$ cat config.mk
export PLATFORM = sky130hd
export DESIGN_NAME = rba_top
export DESIGN_NICKNAME = d
export VERILOG_FILES = /design/src/rtl/rba_pkg.sv /design/src/rtl/rba_fifo.sv /design/src/rtl/rba_top.sv /design/src/rtl/rba_watchdog.sv
export VERILOG_INCLUDE_DIRS = /design/src /design/src/rtl
export SDC_FILE = /design/constraint.sdc
export NUM_CORES = 1
export LEC_CHECK = 0
export ABC_AREA = 0
export BUFFER_PORTS_ARGS = -buffer_cell sky130_fd_sc_hd__buf_2
export CAP_MARGIN = 25
export CORE_ASPECT_RATIO = 2
export CORE_UTILIZATION = 39
export CTS_CLUSTER_SIZE = 28
export DETAILED_ROUTE_END_ITERATION = 8
export GPL_TIMING_DRIVEN = 0
export PLACE_DENSITY_LB_ADDON = 0.12
export SLEW_MARGIN = 25
export SYNTH_ARGS = -nofsm -noshare
export SYNTH_HDL_FRONTEND = slang
export SYNTH_HIERARCHICAL = 1
export SYNTH_SLANG_ARGS = --single-unit
$ cat constraint.sdc
create_clock -name ref_clk_i -period 3.2 [get_ports ref_clk_i]
set_input_delay 0.32 -clock ref_clk_i [delete_from_list [all_inputs] [get_ports ref_clk_i]]
set_output_delay 0.32 -clock ref_clk_i [all_outputs]
set_load 0.02 [all_outputs]
$ cat src/rtl/rba_regs.svh
// Function
// - Unreachable buffer address on host bus produces a control response holding that address
// - Reported address may be the failing one or the next sequential location
// - Out-of-sequence messages are silently dropped before any buffer choice
// - Common pool tried only when enabled, quota nonzero and a buffer is available
// - Too-small pool buffer falls back to private list, else NAK too small
// - Pool unusable and no private buffer gives NAK temporarily unavailable
// - Too-small private buffer gives NAK too small, otherwise message stored there
// - Only the head entry of each list is taken, no size search
// - Too-small error applies to receive buffers only, never to transmit buffers
// - Halting a tributary returns all its outstanding buffers to the host
// - No free link block for an invalid-memory response raises queue overflow; other responses wait
// - Queue overflow is always fatal and leads to automatic shutdown
// - After overflow each response is presented with interrupt, host gets three seconds
// - Queue drained or read window expired: shut down until full restart
// - Repeated invalid-memory retransmission requests may overflow the queue, then fatal path
`ifndef RBA_REGS_SVH
`define RBA_REGS_SVH

// ----------------------------------------
// Sizes
// ----------------------------------------
`define RBA_NTRIB        4
`define RBA_TRIB_W       2
`define RBA_LEN_W        16
`define RBA_ADDR_W       18
`define RBA_RESP_W       20
`define RBA_RESP_DEPTH   16

// ----------------------------------------
// Response word layout
// ----------------------------------------
`define RBA_RESP_CODE_HI 19
`define RBA_RESP_CODE_LO 18
`define RBA_CODE_NXM     2'h1

// ----------------------------------------
// Timing
// ----------------------------------------
`define RBA_CLK_HZ       50000000
`define RBA_WINDOW_SEC   3
`define RBA_WINDOW_CYC   (`RBA_WINDOW_SEC * `RBA_CLK_HZ)
`define RBA_WDOG_W       28

`endif

$ cat src/rtl/rba_pkg.sv
package rba_pkg;

  typedef enum logic [2:0] {
    RBA_DEC_POOL,
    RBA_DEC_PRIV,
    RBA_DEC_NAK_UNAVAIL,
    RBA_DEC_NAK_SMALL,
    RBA_DEC_DISCARD
  } rba_dec_t;

  typedef enum logic [1:0] {
    RBA_RUN,
    RBA_DRAIN,
    RBA_DEAD
  } rba_mode_t;

  typedef struct packed {
    rba_mode_t  mode;
    logic       dec_valid;
    rba_dec_t   dec_kind;
    logic [1:0] dec_trib;
    logic       pool_pop;
    logic       priv_pop;
    logic       ret_priv;
    logic [1:0] ret_trib;
    logic       ret_pool;
    logic       overflow;
  } rba_top_state_t;

endpackage : rba_pkg

$ cat src/rtl/rba_fifo.sv
`timescale 1ns/1ns
module rba_fifo #(
  parameter int WIDTH = 20,
  parameter int DEPTH = 16
) (
  input  wire logic             ref_clk_i,
  input  wire logic             sys_rst_i,
  input  wire logic             in_valid_i,
  output logic                  in_ready_o,
  input  wire logic [WIDTH-1:0] in_data_i,
  output logic                  out_valid_o,
  input  wire logic             out_ready_i,
  output logic [WIDTH-1:0]      out_data_o
);
  localparam int AW = $clog2(DEPTH);

  typedef struct packed {
    logic [DEPTH-1:0][WIDTH-1:0] mem;
    logic [AW-1:0]               wr_ptr;
    logic [AW-1:0]               rd_ptr;
    logic [AW:0]                 count;
  } rba_fifo_state_t;

  rba_fifo_state_t st_reg;
  rba_fifo_state_t st_next;
  logic            push;
  logic            pop;

  assign in_ready_o  = (st_reg.count != (AW+1)'(DEPTH));
  assign out_valid_o = (st_reg.count != '0);
  assign out_data_o  = st_reg.mem[st_reg.rd_ptr];
  assign push        = in_valid_i && in_ready_o;
  assign pop         = out_valid_o && out_ready_i;

  always_comb begin
    st_next = st_reg;
    if (push) begin
      st_next.mem[st_reg.wr_ptr] = in_data_i;
      st_next.wr_ptr             = st_reg.wr_ptr + 1'b1;
    end
    if (pop) begin
      st_next.rd_ptr = st_reg.rd_ptr + 1'b1;
    end
    if (push && !pop) begin
      st_next.count = st_reg.count + 1'b1;
    end else if (pop && !push) begin
      st_next.count = st_reg.count - 1'b1;
    end
  end

  always_ff @(posedge ref_clk_i) begin
    if (sys_rst_i) begin
      st_reg <= '0;
    end else begin
      st_reg <= st_next;
    end
  end
endmodule : rba_fifo

$ cat src/rtl/rba_top.sv
`timescale 1ns/1ns
`include "rba_regs.svh"
module rba_top #(
  parameter logic [`RBA_WDOG_W-1:0] WINDOW_CYCLES = `RBA_WDOG_W'(`RBA_WINDOW_CYC)
) (
  input  wire logic                     ref_clk_i,
  input  wire logic                     sys_rst_i,
  // Incoming receive message
  input  wire logic                     msg_valid_i,
  output logic                          msg_ready_o,
  input  wire logic                     msg_seq_ok_i,
  input  wire logic [`RBA_TRIB_W-1:0]   msg_trib_i,
  input  wire logic [`RBA_LEN_W-1:0]    msg_len_i,
  // Buffer list heads
  input  wire logic [`RBA_NTRIB-1:0]    pool_en_i,
  input  wire logic [7:0]               pool_quota_i,
  input  wire logic                     pool_avail_i,
  input  wire logic [`RBA_LEN_W-1:0]    pool_size_i,
  input  wire logic                     priv_avail_i,
  input  wire logic [`RBA_LEN_W-1:0]    priv_size_i,
  // Decision
  output logic                          dec_valid_o,
  output rba_pkg::rba_dec_t             dec_kind_o,
  output logic [`RBA_TRIB_W-1:0]        dec_trib_o,
  output logic                          pool_pop_o,
  output logic                          priv_pop_o,
  // Halt commands and buffer return
  input  wire logic                     halt_i,
  input  wire logic [`RBA_TRIB_W-1:0]   halt_trib_i,
  input  wire logic                     global_halt_i,
  output logic                          ret_priv_o,
  output logic [`RBA_TRIB_W-1:0]        ret_trib_o,
  output logic                          ret_pool_o,
  // Invalid memory report from buffer access
  input  wire logic                     nxm_i,
  input  wire logic [`RBA_ADDR_W-1:0]   nxm_addr_i,
  // Other responses
  input  wire logic                     ext_valid_i,
  output logic                          ext_ready_o,
  input  wire logic [`RBA_RESP_W-1:0]   ext_data_i,
  // Host response port
  output logic                          resp_valid_o,
  output logic [`RBA_RESP_W-1:0]        resp_data_o,
  input  wire logic                     host_rd_i,
  output logic                          host_int_o,
  output logic                          overflow_o,
  output logic                          shutdown_o
);
  rba_pkg::rba_top_state_t st_reg;
  rba_pkg::rba_top_state_t st_next;

  logic                   f_in_valid;
  logic                   f_in_ready;
  logic [`RBA_RESP_W-1:0] f_in_data;
  logic                   f_out_valid;
  logic                   f_out_ready;
  logic                   live;
  logic                   run;
  logic                   drain;
  logic                   accept;
  logic                   pool_ok;
  logic                   pool_fit;
  logic                   priv_fit;
  logic                   wd_restart;
  logic                   wd_expire;
  rba_pkg::rba_dec_t      dec;

  // ----------------------------------------
  // Response queue
  // ----------------------------------------
  rba_fifo #(
    .WIDTH (`RBA_RESP_W),
    .DEPTH (`RBA_RESP_DEPTH)
  ) u_resp_q (
    .ref_clk_i   (ref_clk_i),
    .sys_rst_i   (sys_rst_i),
    .in_valid_i  (f_in_valid),
    .in_ready_o  (f_in_ready),
    .in_data_i   (f_in_data),
    .out_valid_o (f_out_valid),
    .out_ready_i (f_out_ready),
    .out_data_o  (resp_data_o)
  );

  assign run    = (st_reg.mode == rba_pkg::RBA_RUN);
  assign drain  = (st_reg.mode == rba_pkg::RBA_DRAIN);
  assign live   = (st_reg.mode != rba_pkg::RBA_DEAD);
  assign accept = msg_valid_i && msg_ready_o;

  // Invalid-memory report takes the queue ahead of other responses
  assign f_in_valid  = run && (nxm_i || ext_valid_i);
  assign f_in_data   = nxm_i ? {`RBA_CODE_NXM, nxm_addr_i} : ext_data_i;
  assign ext_ready_o = run && f_in_ready && !nxm_i;
  assign f_out_ready = live && host_rd_i;

  assign resp_valid_o = live && f_out_valid;
  assign host_int_o   = live && f_out_valid;
  assign msg_ready_o  = run;
  assign overflow_o   = st_reg.overflow;
  assign shutdown_o   = !live;

  // ----------------------------------------
  // Read window timer
  // ----------------------------------------
  assign wd_restart = run || (drain && host_rd_i);

  rba_watchdog #(
    .CYCLES (WINDOW_CYCLES)
  ) u_wdog (
    .ref_clk_i (ref_clk_i),
    .sys_rst_i (sys_rst_i),
    .restart_i (wd_restart),
    .run_i     (drain),
    .expire_o  (wd_expire)
  );

  // ----------------------------------------
  // Buffer selection
  // ----------------------------------------
  // Receive path only; transmit buffers never reach this check
  assign pool_ok  = pool_en_i[msg_trib_i] && (pool_quota_i != 8'h00) && pool_avail_i;
  assign pool_fit = (pool_size_i >= msg_len_i);
  assign priv_fit = (priv_size_i >= msg_len_i);

  always_comb begin
    if (!msg_seq_ok_i) begin
      dec = rba_pkg::RBA_DEC_DISCARD;
    end else if (pool_ok && pool_fit) begin
      dec = rba_pkg::RBA_DEC_POOL;
    end else if (pool_ok) begin
      if (!priv_avail_i || !priv_fit) begin
        dec = rba_pkg::RBA_DEC_NAK_SMALL;
      end else begin
        dec = rba_pkg::RBA_DEC_PRIV;
      end
    end else if (!priv_avail_i) begin
      dec = rba_pkg::RBA_DEC_NAK_UNAVAIL;
    end else if (!priv_fit) begin
      dec = rba_pkg::RBA_DEC_NAK_SMALL;
    end else begin
      dec = rba_pkg::RBA_DEC_PRIV;
    end
  end

  // ----------------------------------------
  // Control state
  // ----------------------------------------
  always_comb begin
    st_next           = st_reg;
    st_next.dec_valid = accept;
    st_next.pool_pop  = 1'b0;
    st_next.priv_pop  = 1'b0;
    st_next.ret_priv  = 1'b0;
    st_next.ret_pool  = 1'b0;
    if (accept) begin
      st_next.dec_kind = dec;
      st_next.dec_trib = msg_trib_i;
      // Head entry only, one pop per message
      st_next.pool_pop = (dec == rba_pkg::RBA_DEC_POOL);
      st_next.priv_pop = (dec == rba_pkg::RBA_DEC_PRIV);
    end
    if (live && halt_i) begin
      st_next.ret_priv = 1'b1;
      st_next.ret_trib = halt_trib_i;
    end
    if (live && global_halt_i) begin
      st_next.ret_pool = 1'b1;
    end
    unique case (st_reg.mode)
      rba_pkg::RBA_RUN: begin
        // No free entry for a response that cannot wait
        if (nxm_i && !f_in_ready) begin
          st_next.overflow = 1'b1;
          st_next.mode     = rba_pkg::RBA_DRAIN;
        end
      end
      rba_pkg::RBA_DRAIN: begin
        if (!f_out_valid || wd_expire) begin
          st_next.mode = rba_pkg::RBA_DEAD;
        end
      end
      rba_pkg::RBA_DEAD: begin
        st_next.mode = rba_pkg::RBA_DEAD;
      end
      default: begin
        st_next.mode = rba_pkg::RBA_DEAD;
      end
    endcase
  end

  always_ff @(posedge ref_clk_i) begin
    if (sys_rst_i) begin
      st_reg      <= '0;
      st_reg.mode <= rba_pkg::RBA_RUN;
    end else begin
      st_reg <= st_next;
    end
  end

  assign dec_valid_o = st_reg.dec_valid;
  assign dec_kind_o  = st_reg.dec_kind;
  assign dec_trib_o  = st_reg.dec_trib;
  assign pool_pop_o  = st_reg.pool_pop;
  assign priv_pop_o  = st_reg.priv_pop;
  assign ret_priv_o  = st_reg.ret_priv;
  assign ret_trib_o  = st_reg.ret_trib;
  assign ret_pool_o  = st_reg.ret_pool;
endmodule : rba_top

$ cat src/rtl/rba_watchdog.sv
`timescale 1ns/1ns
`include "rba_regs.svh"
module rba_watchdog #(
  parameter logic [`RBA_WDOG_W-1:0] CYCLES = `RBA_WDOG_W'(`RBA_WINDOW_CYC)
) (
  input  wire logic ref_clk_i,
  input  wire logic sys_rst_i,
  input  wire logic restart_i,
  input  wire logic run_i,
  output logic      expire_o
);
  typedef struct packed {
    logic [`RBA_WDOG_W-1:0] cnt;
    logic                   expire;
  } rba_wdog_state_t;

  rba_wdog_state_t st_reg;
  rba_wdog_state_t st_next;

  assign expire_o = st_reg.expire;

  // Window restarts on every restart_i (run mode, or host read while draining), count clears when run_i is low
  always_comb begin
    st_next        = st_reg;
    st_next.expire = 1'b0;
    if (restart_i || !run_i) begin
      st_next.cnt = '0;
    end else if (st_reg.cnt == CYCLES - 1'b1) begin
      st_next.expire = 1'b1;
      st_next.cnt    = '0;
    end else begin
      st_next.cnt = st_reg.cnt + 1'b1;
    end
  end

  always_ff @(posedge ref_clk_i) begin
    if (sys_rst_i) begin
      st_reg <= '0;
    end else begin
      st_reg <= st_next;
    end
  end
endmodule : rba_watchdog

==> Yosys cells after proc, flatten, opt, wreduce, memory -nomap -nowiden <==
Cells that the tools add are included.
{ "word_totals": {"reg_bits": 377, "output_inout_bits": 38} }
{ "op_classes": {"add_sub_neg": 5, "magnitude_cmp": 6, "eq_ne": 7, "muxes": 22, "n_bitwise": 1, "n_reduce_logical": 42} }
{ "op_table": {"columns": ["cell", "n"], "rows": [
  ["bitwise mux 320 bit", 1],
  ["binary-select mux 20 bit (select 4 bit)", 1],
  ["demux 20 bit (select 4 bit)", 1],
  ["2-to-1 mux 20 bit", 3],
  ["greater-or-equal comparator 16 bit", 2],
  ["adder 28 x 1 -> 28 bit (second input constant)", 1],
  ["equality test 28 bit (second input constant)", 1],
  ["logical AND 1 bit", 18],
  ["2-to-1 mux 3 bit", 4],
  ["less-than comparator 4 x 5 -> 1 bit (second input constant)", 2],
  ["2-to-1 mux 2 bit", 5],
  ["2-to-1 mux 5 bit", 2],
  ["zero test 1 bit", 9],
  ["adder 4 x 1 -> 4 bit (second input constant)", 2],
  ["nonzero test 8 bit", 1],
  ["adder 5 x 1 -> 5 bit (second input constant)", 1],
  ["logical OR 1 bit", 5],
  ["inequality test 5 bit (second input constant)", 1],
  ["nonzero test 5 bit", 1],
  ["subtractor 5 x 1 -> 5 bit (second input constant)", 1],
  ["greater-or-equal comparator 4 x 1 -> 1 bit (second input constant)", 1],
  ["inequality test 2 x 1 -> 1 bit (second input constant)", 2],
  ["case mux 2 bit (2 select lines)", 1],
  ["AND reduction 2 bit", 2],
  ["12 further kinds", 15]
]} }

==> Logic depth before layout (Yosys ltp) <==
{ "depth": {"depth_word": 8, "mapped_depth": 12, "mapped_depth_nobuf": 11} }

==> Hierarchy <==
The synthesis kept the hierarchy.
{ "by_module_without_submodules": {"columns": ["mod", "n_inst", "cells_per_inst", "area_per_inst_um2", "seq_area_each_um2"], "rows": [
  ["rba_fifo", 1, 1329, 14910.6, 6666.4],
  ["rba_top", 1, 205, 1707.9, 300.3],
  ["rba_watchdog", 1, 158, 1391.3, 580.6]
]} }

==> Worst setup path after synthesis <==
Ideal clock, no wire load.
{ "synth_path": {"kind": "input to register", "from": "input port nxm_i", "to": "register u_resp_q/st_reg[4] (netlist bit)", "setup_time_ns": 0.121, "arrival_time_ns": 2.665, "slack_ns": 0.414, "cell_stages": 12, "path_buffers": 2, "cell_sequence": "clkbuf_1 > clkbuf_1 > o21a_1 > inv_1 > a21oi_2 > ha_1 > inv_1 > ha_1 > a21oi_1 > a211oi_1 > a31oi_1 > mux2_2"} }
{ "synth_via": {"elab_chain_cells": 6} }
{ "synth_rtl": {"columns": ["element", "line", "rtl"], "rows": [
  ["from (decl)", "rba_top.sv:35", "input wire logic nxm_i,"],
  ["logical OR 1 bit *", "rba_top.sv:91", "assign f_in_valid = run && (nxm_i || ext_valid_i);"],
  ["logical AND 1 bit *", "rba_top.sv:91", null],
  ["named net f_in_valid", "rba_top.sv:52", "logic f_in_valid;"],
  ["logical AND 1 bit *", "rba_fifo.sv:32", "assign push = in_valid_i && in_ready_o;"],
  ["named net u_resp_q.push", "rba_fifo.sv:26", "logic push;"],
  ["zero test 1 bit", "rba_fifo.sv:46", "end else if (pop && !push) begin"],
  ["logical AND 1 bit", "rba_fifo.sv:46", null],
  ["nonzero test 2 bit (no source line)", null, null],
  ["to (signal assigned)", "rba_fifo.sv:55", "st_reg <= st_next;"],
  ["to (decl)", "rba_fifo.sv:24", "rba_fifo_state_t st_reg;"]
]} }
Mark *: on every way through the listed nets, which the timed path passes. The rest lies on a longest branch.
A chain may end at the register's enable or synchronous reset.

==> Final worst setup path <==
{ "layout_path": {"from": "register u_resp_q/st_reg[5] (netlist bit)", "to": "output port resp_data_o[9]"} }
{ "layout_via": {"elab_chain_cells": 2} }
{ "layout_rtl": {"columns": ["element", "line", "rtl"], "rows": [
  ["binary-select mux 20 bit (select 4 bit)", "rba_fifo.sv:31", "assign out_data_o = st_reg.mem[st_reg.rd_ptr];"],
  ["2-to-1 mux 20 bit (not written as such)", "rba_fifo.sv:31", null],
  ["to (decl)", "rba_top.sv:43", "output logic [`RBA_RESP_W-1:0] resp_data_o,"]
]} }
Every way passes these cells. The select of a mux whose other input is x is not followed.

==> impl_metrics.json <==
{
  "irDropWorstVdd_mv": 0.3027,
  "drive_above_1_share_pct": 21.60,
  "via_per_inst": 5.224,
  "worstMarginPinSlew_ns": 0.8217,
  "maxCapViolations": 0,
  "drc": 0,
  "relSlewSlack_pct": 45.22,
  "grt_pass1_vias": 13470,
  "cpMostUsedCell": "buf_2",
  "synth_top_area_cell": "dfxtp_1",
  "die_x_um": 154.0,
  "p_leak_nw": 7.468,
  "syn_inst": 1692,
  "arrival_ns": 2.75,
  "wirelength_um": 52030,
  "ys_ff_latch": 377,
  "cts_tree": "built",
  "clk_pin_slew_ns": 0.06,
  "firstDrtPassIters": 5,
  "max_freq_mhz": 326.0,
  "io_buffers": 149,
  "cp_num_buf_inv": 4,
  "grt-ovfl-total": 0,
  "grt_max_degree": 15,
  "rows": 111,
  "critical_path.max_fanout": 10,
  "fin_crit_ns": 3.067,
  "power.density_nw_per_um2": 624.1,
  "setup_viol": 0,
  "ys_types": 65,
  "die_area_um2": 47090,
  "synth_top_flop_cell": "dfxtp_1",
  "antenna_found_initial": 0,
  "pre_cts_slack_ns": -0.5503,
  "slowest_delay_ns": 0.41,
  "dp.cells": 2406,
  "grt_usage_pct": 22.18,
  "start_util_pct": 39.42,
  "crit_slowest_cell": "buf_2",
  "postSynth.asyncResetShare_pct": 0,
  "fin_cells": 2472,
  "clock-sinks": 377,
  "pin_count": 151,
  "netlist_area_um2": 18010,
  "postCtsSetupBuffers": 0,
  "fin_crit_sh_pct": 95.84,
  "ys_seq_area_share_pct": 41.91,
  "syn2layout_area_growth_pct": 15.04,
  "die_h_um": 305.9,
  "root_buffer": "clkbuf_16",
  "crit_type": "flip-flop to primary output",
  "insertion_delay_ns": 0.54,
  "rsz0062_at_grt": "false",
  "cts.htree.levels": 2,
  "ys.warnings.count": 6,
  "routedWlPerCell_um": 21.05,
  "gp_congestion": 0.8524,
  "synthTopCellsByArea": "dfxtp_1 (42%), mux2i_1 (18%), mux4_2 (10%)",
  "hold_class": "primary input to flip-flop",
  "grt_pass1_wl_um": 78560,
  "crit_required_ns": 2.88,
  "crit_family": "buffers and inverters",
  "cts_buffers": 37,
  "fin_skew_ns": 0.02697,
  "vias": 12910,
  "drv_slew": 0,
  "core_area_um2": 45690,
  "postSynthAreaPerCell_um2": 10.64,
  "ant_nets": 0,
  "hpwlAfterDp_um": 41290,
  "rrSetupSlack_ns": 0.16,
  "whs_ns": 0.03641,
  "synth_nets": 1849,
  "cp_cell_sequence": "buf_2 > buf_2 > buf_4 > mux4_2 > a22oi_1 > nand2_1 > buf_2",
  "nets": 2038,
  "clockBufferDepth": 3,
  "largest_reg_flops": 333,
  "drtIter0Drc": 581,
  "start_kind": "flip-flop",
  "finalHoldViolCount": 0,
  "synth_top_area_share_pct": 41.91,
  "setup_ws_ns": 0.1330,
  "status": "completed",
  "synth_edf_count": 0,
  "diodes": 0,
  "endpoint_kind": "primary output"
}
-- cell families after synthesis --
kind of cell	count (synthesis)	share of synthesized area (%)
AOI/OAI and AO/OA	134	6.906
xor gates and xnor gates	23	1.119
adders and majority gates	44	3.099
buffers and inverters	173	5.287
DFF	377	41.91
muxes	423	29.21
and+or+nand+nor	518	12.48
-- metal layers --
| layer | global-route usage, % | wire length, µm | part of all wire [%] |
|---|---|---|---|
| met1 | 21.14 | 18310 | 35 |
| met2 | 46.49 | 30150 | 58 |
| met3 | 2.360 | 1717 | 3.3 |
| met4 | 8.884 | 1864 | 3.6 |
| met5 | 0 | 0 | 0 |
-- power by group --
part | total (mW) | switching, mW | internal, mW
registers | 5.12 | 0.178 | 4.94
clock network | 4.40 | 1.89 | 2.51
logic | 3.41 | 2.06 | 1.36
-- timing repair --
item	CTS	global route
hold buffers	1	0
endpoints found under the setup margin	20	11
gates resized for setup	12	8
hold endpoints to repair	1	0
-- Yosys cell counts, types with 7 or more instances --
cell         n
dfxtp_1    377
nor2_1     361
mux2i_1    323
mux4_2      80
clkbuf_1    70
nand2_1     52
ha_1        43
a22oi_1     40
a21oi_1     37
inv_1       33
buf_4       24
buf_6       24
mux2_2      20
nand3_1     20
buf_2       19
a2111oi_4   15
nand4_1     13
xor2_1      13
xnor2_1     10
o21ai_0      9
nand2b_1     8
o31ai_1      8
or4_1        8
nor2b_1      7
-- metrics by stage --
stage / utilization, % / setup TNS (ns) / instance area, µm² / total power [mW]
2_1_floorplan: - / 0 / 18010 / 7.616
4_1_cts: 45.31 / 0 / 20700 / 13.10
3_3_place_gp: 42.59 / -2.848 / 19460 / 8.597
6_report: 45.34 / 0 / 20720 / 12.93
5_1_grt: 45.34 / 0 / 20720 / 13.49
3_5_place_dp: 42.59 / -13.97 / 19460 / 8.640
-- final cells by class --
cell class / instances / area (µm²)
inverter: 34 / 127.6
clock buffer: 56 / 1119
buffer: 139 / 859.6
fill: 4381 / 24970
sequential: 377 / 7547
tap: 565 / 706.9
multi-input combinational: 1142 / 9513
timing repair buffer: 150 / 755.7
clock inverter: 9 / 90.09
-- cells in the final DEF, fill, tap and decap left out, drive strengths merged, types with 2 or more instances in the layout --
cell type  Yosys  final
o31ai          8      8
mux2i        323    323
and4           7      7
clkbuf        70    131
nand2         52     52
a21o           2      2
ha            43     43
dfxtp        377    377
a211oi         3      3
xnor2         10     10
or4            9      9
nand3b         4      4
a2111oi       16     16
buf           68    212
and2           5      5
xor2          13     13
a221oi         2      2
a22oi         40     40
or3            7      7
o2111ai        3      3
a211o          2      2
nor2         362    362
and3           7      7
mux4          80     80
nand4         13     13
clkinv         0      6
a21oi         38     38
nand2b         8      8
mux2          20     20
a31oi          3      3
o211ai         2      2
nor2b          7      7
inv           34     35
nor3           5      5
nand3         20     20
o21ai         10     10
nor4           7      7
-- path summary, 6_finish.rpt --
kind | startpoint | end | depth (start not counted)
worst min register to register | ret_trib_o[0]$_SDFFE_PP0P_ | ret_trib_o[0]$_SDFFE_PP0P_ | 2
worst min-delay path | halt_i | ret_priv_o$_SDFF_PP0_ | 2
worst max-delay path | u_resp_q/st_reg[5]$_SDFFE_PP0P_ | resp_data_o[9] | 7
worst max register to register | u_resp_q/st_reg[4]$_SDFFE_PP0P_ | u_resp_q/st_reg[4]$_SDFFE_PP0P_ | 10
No activity file was read; power rests on OpenSTA's default activity.
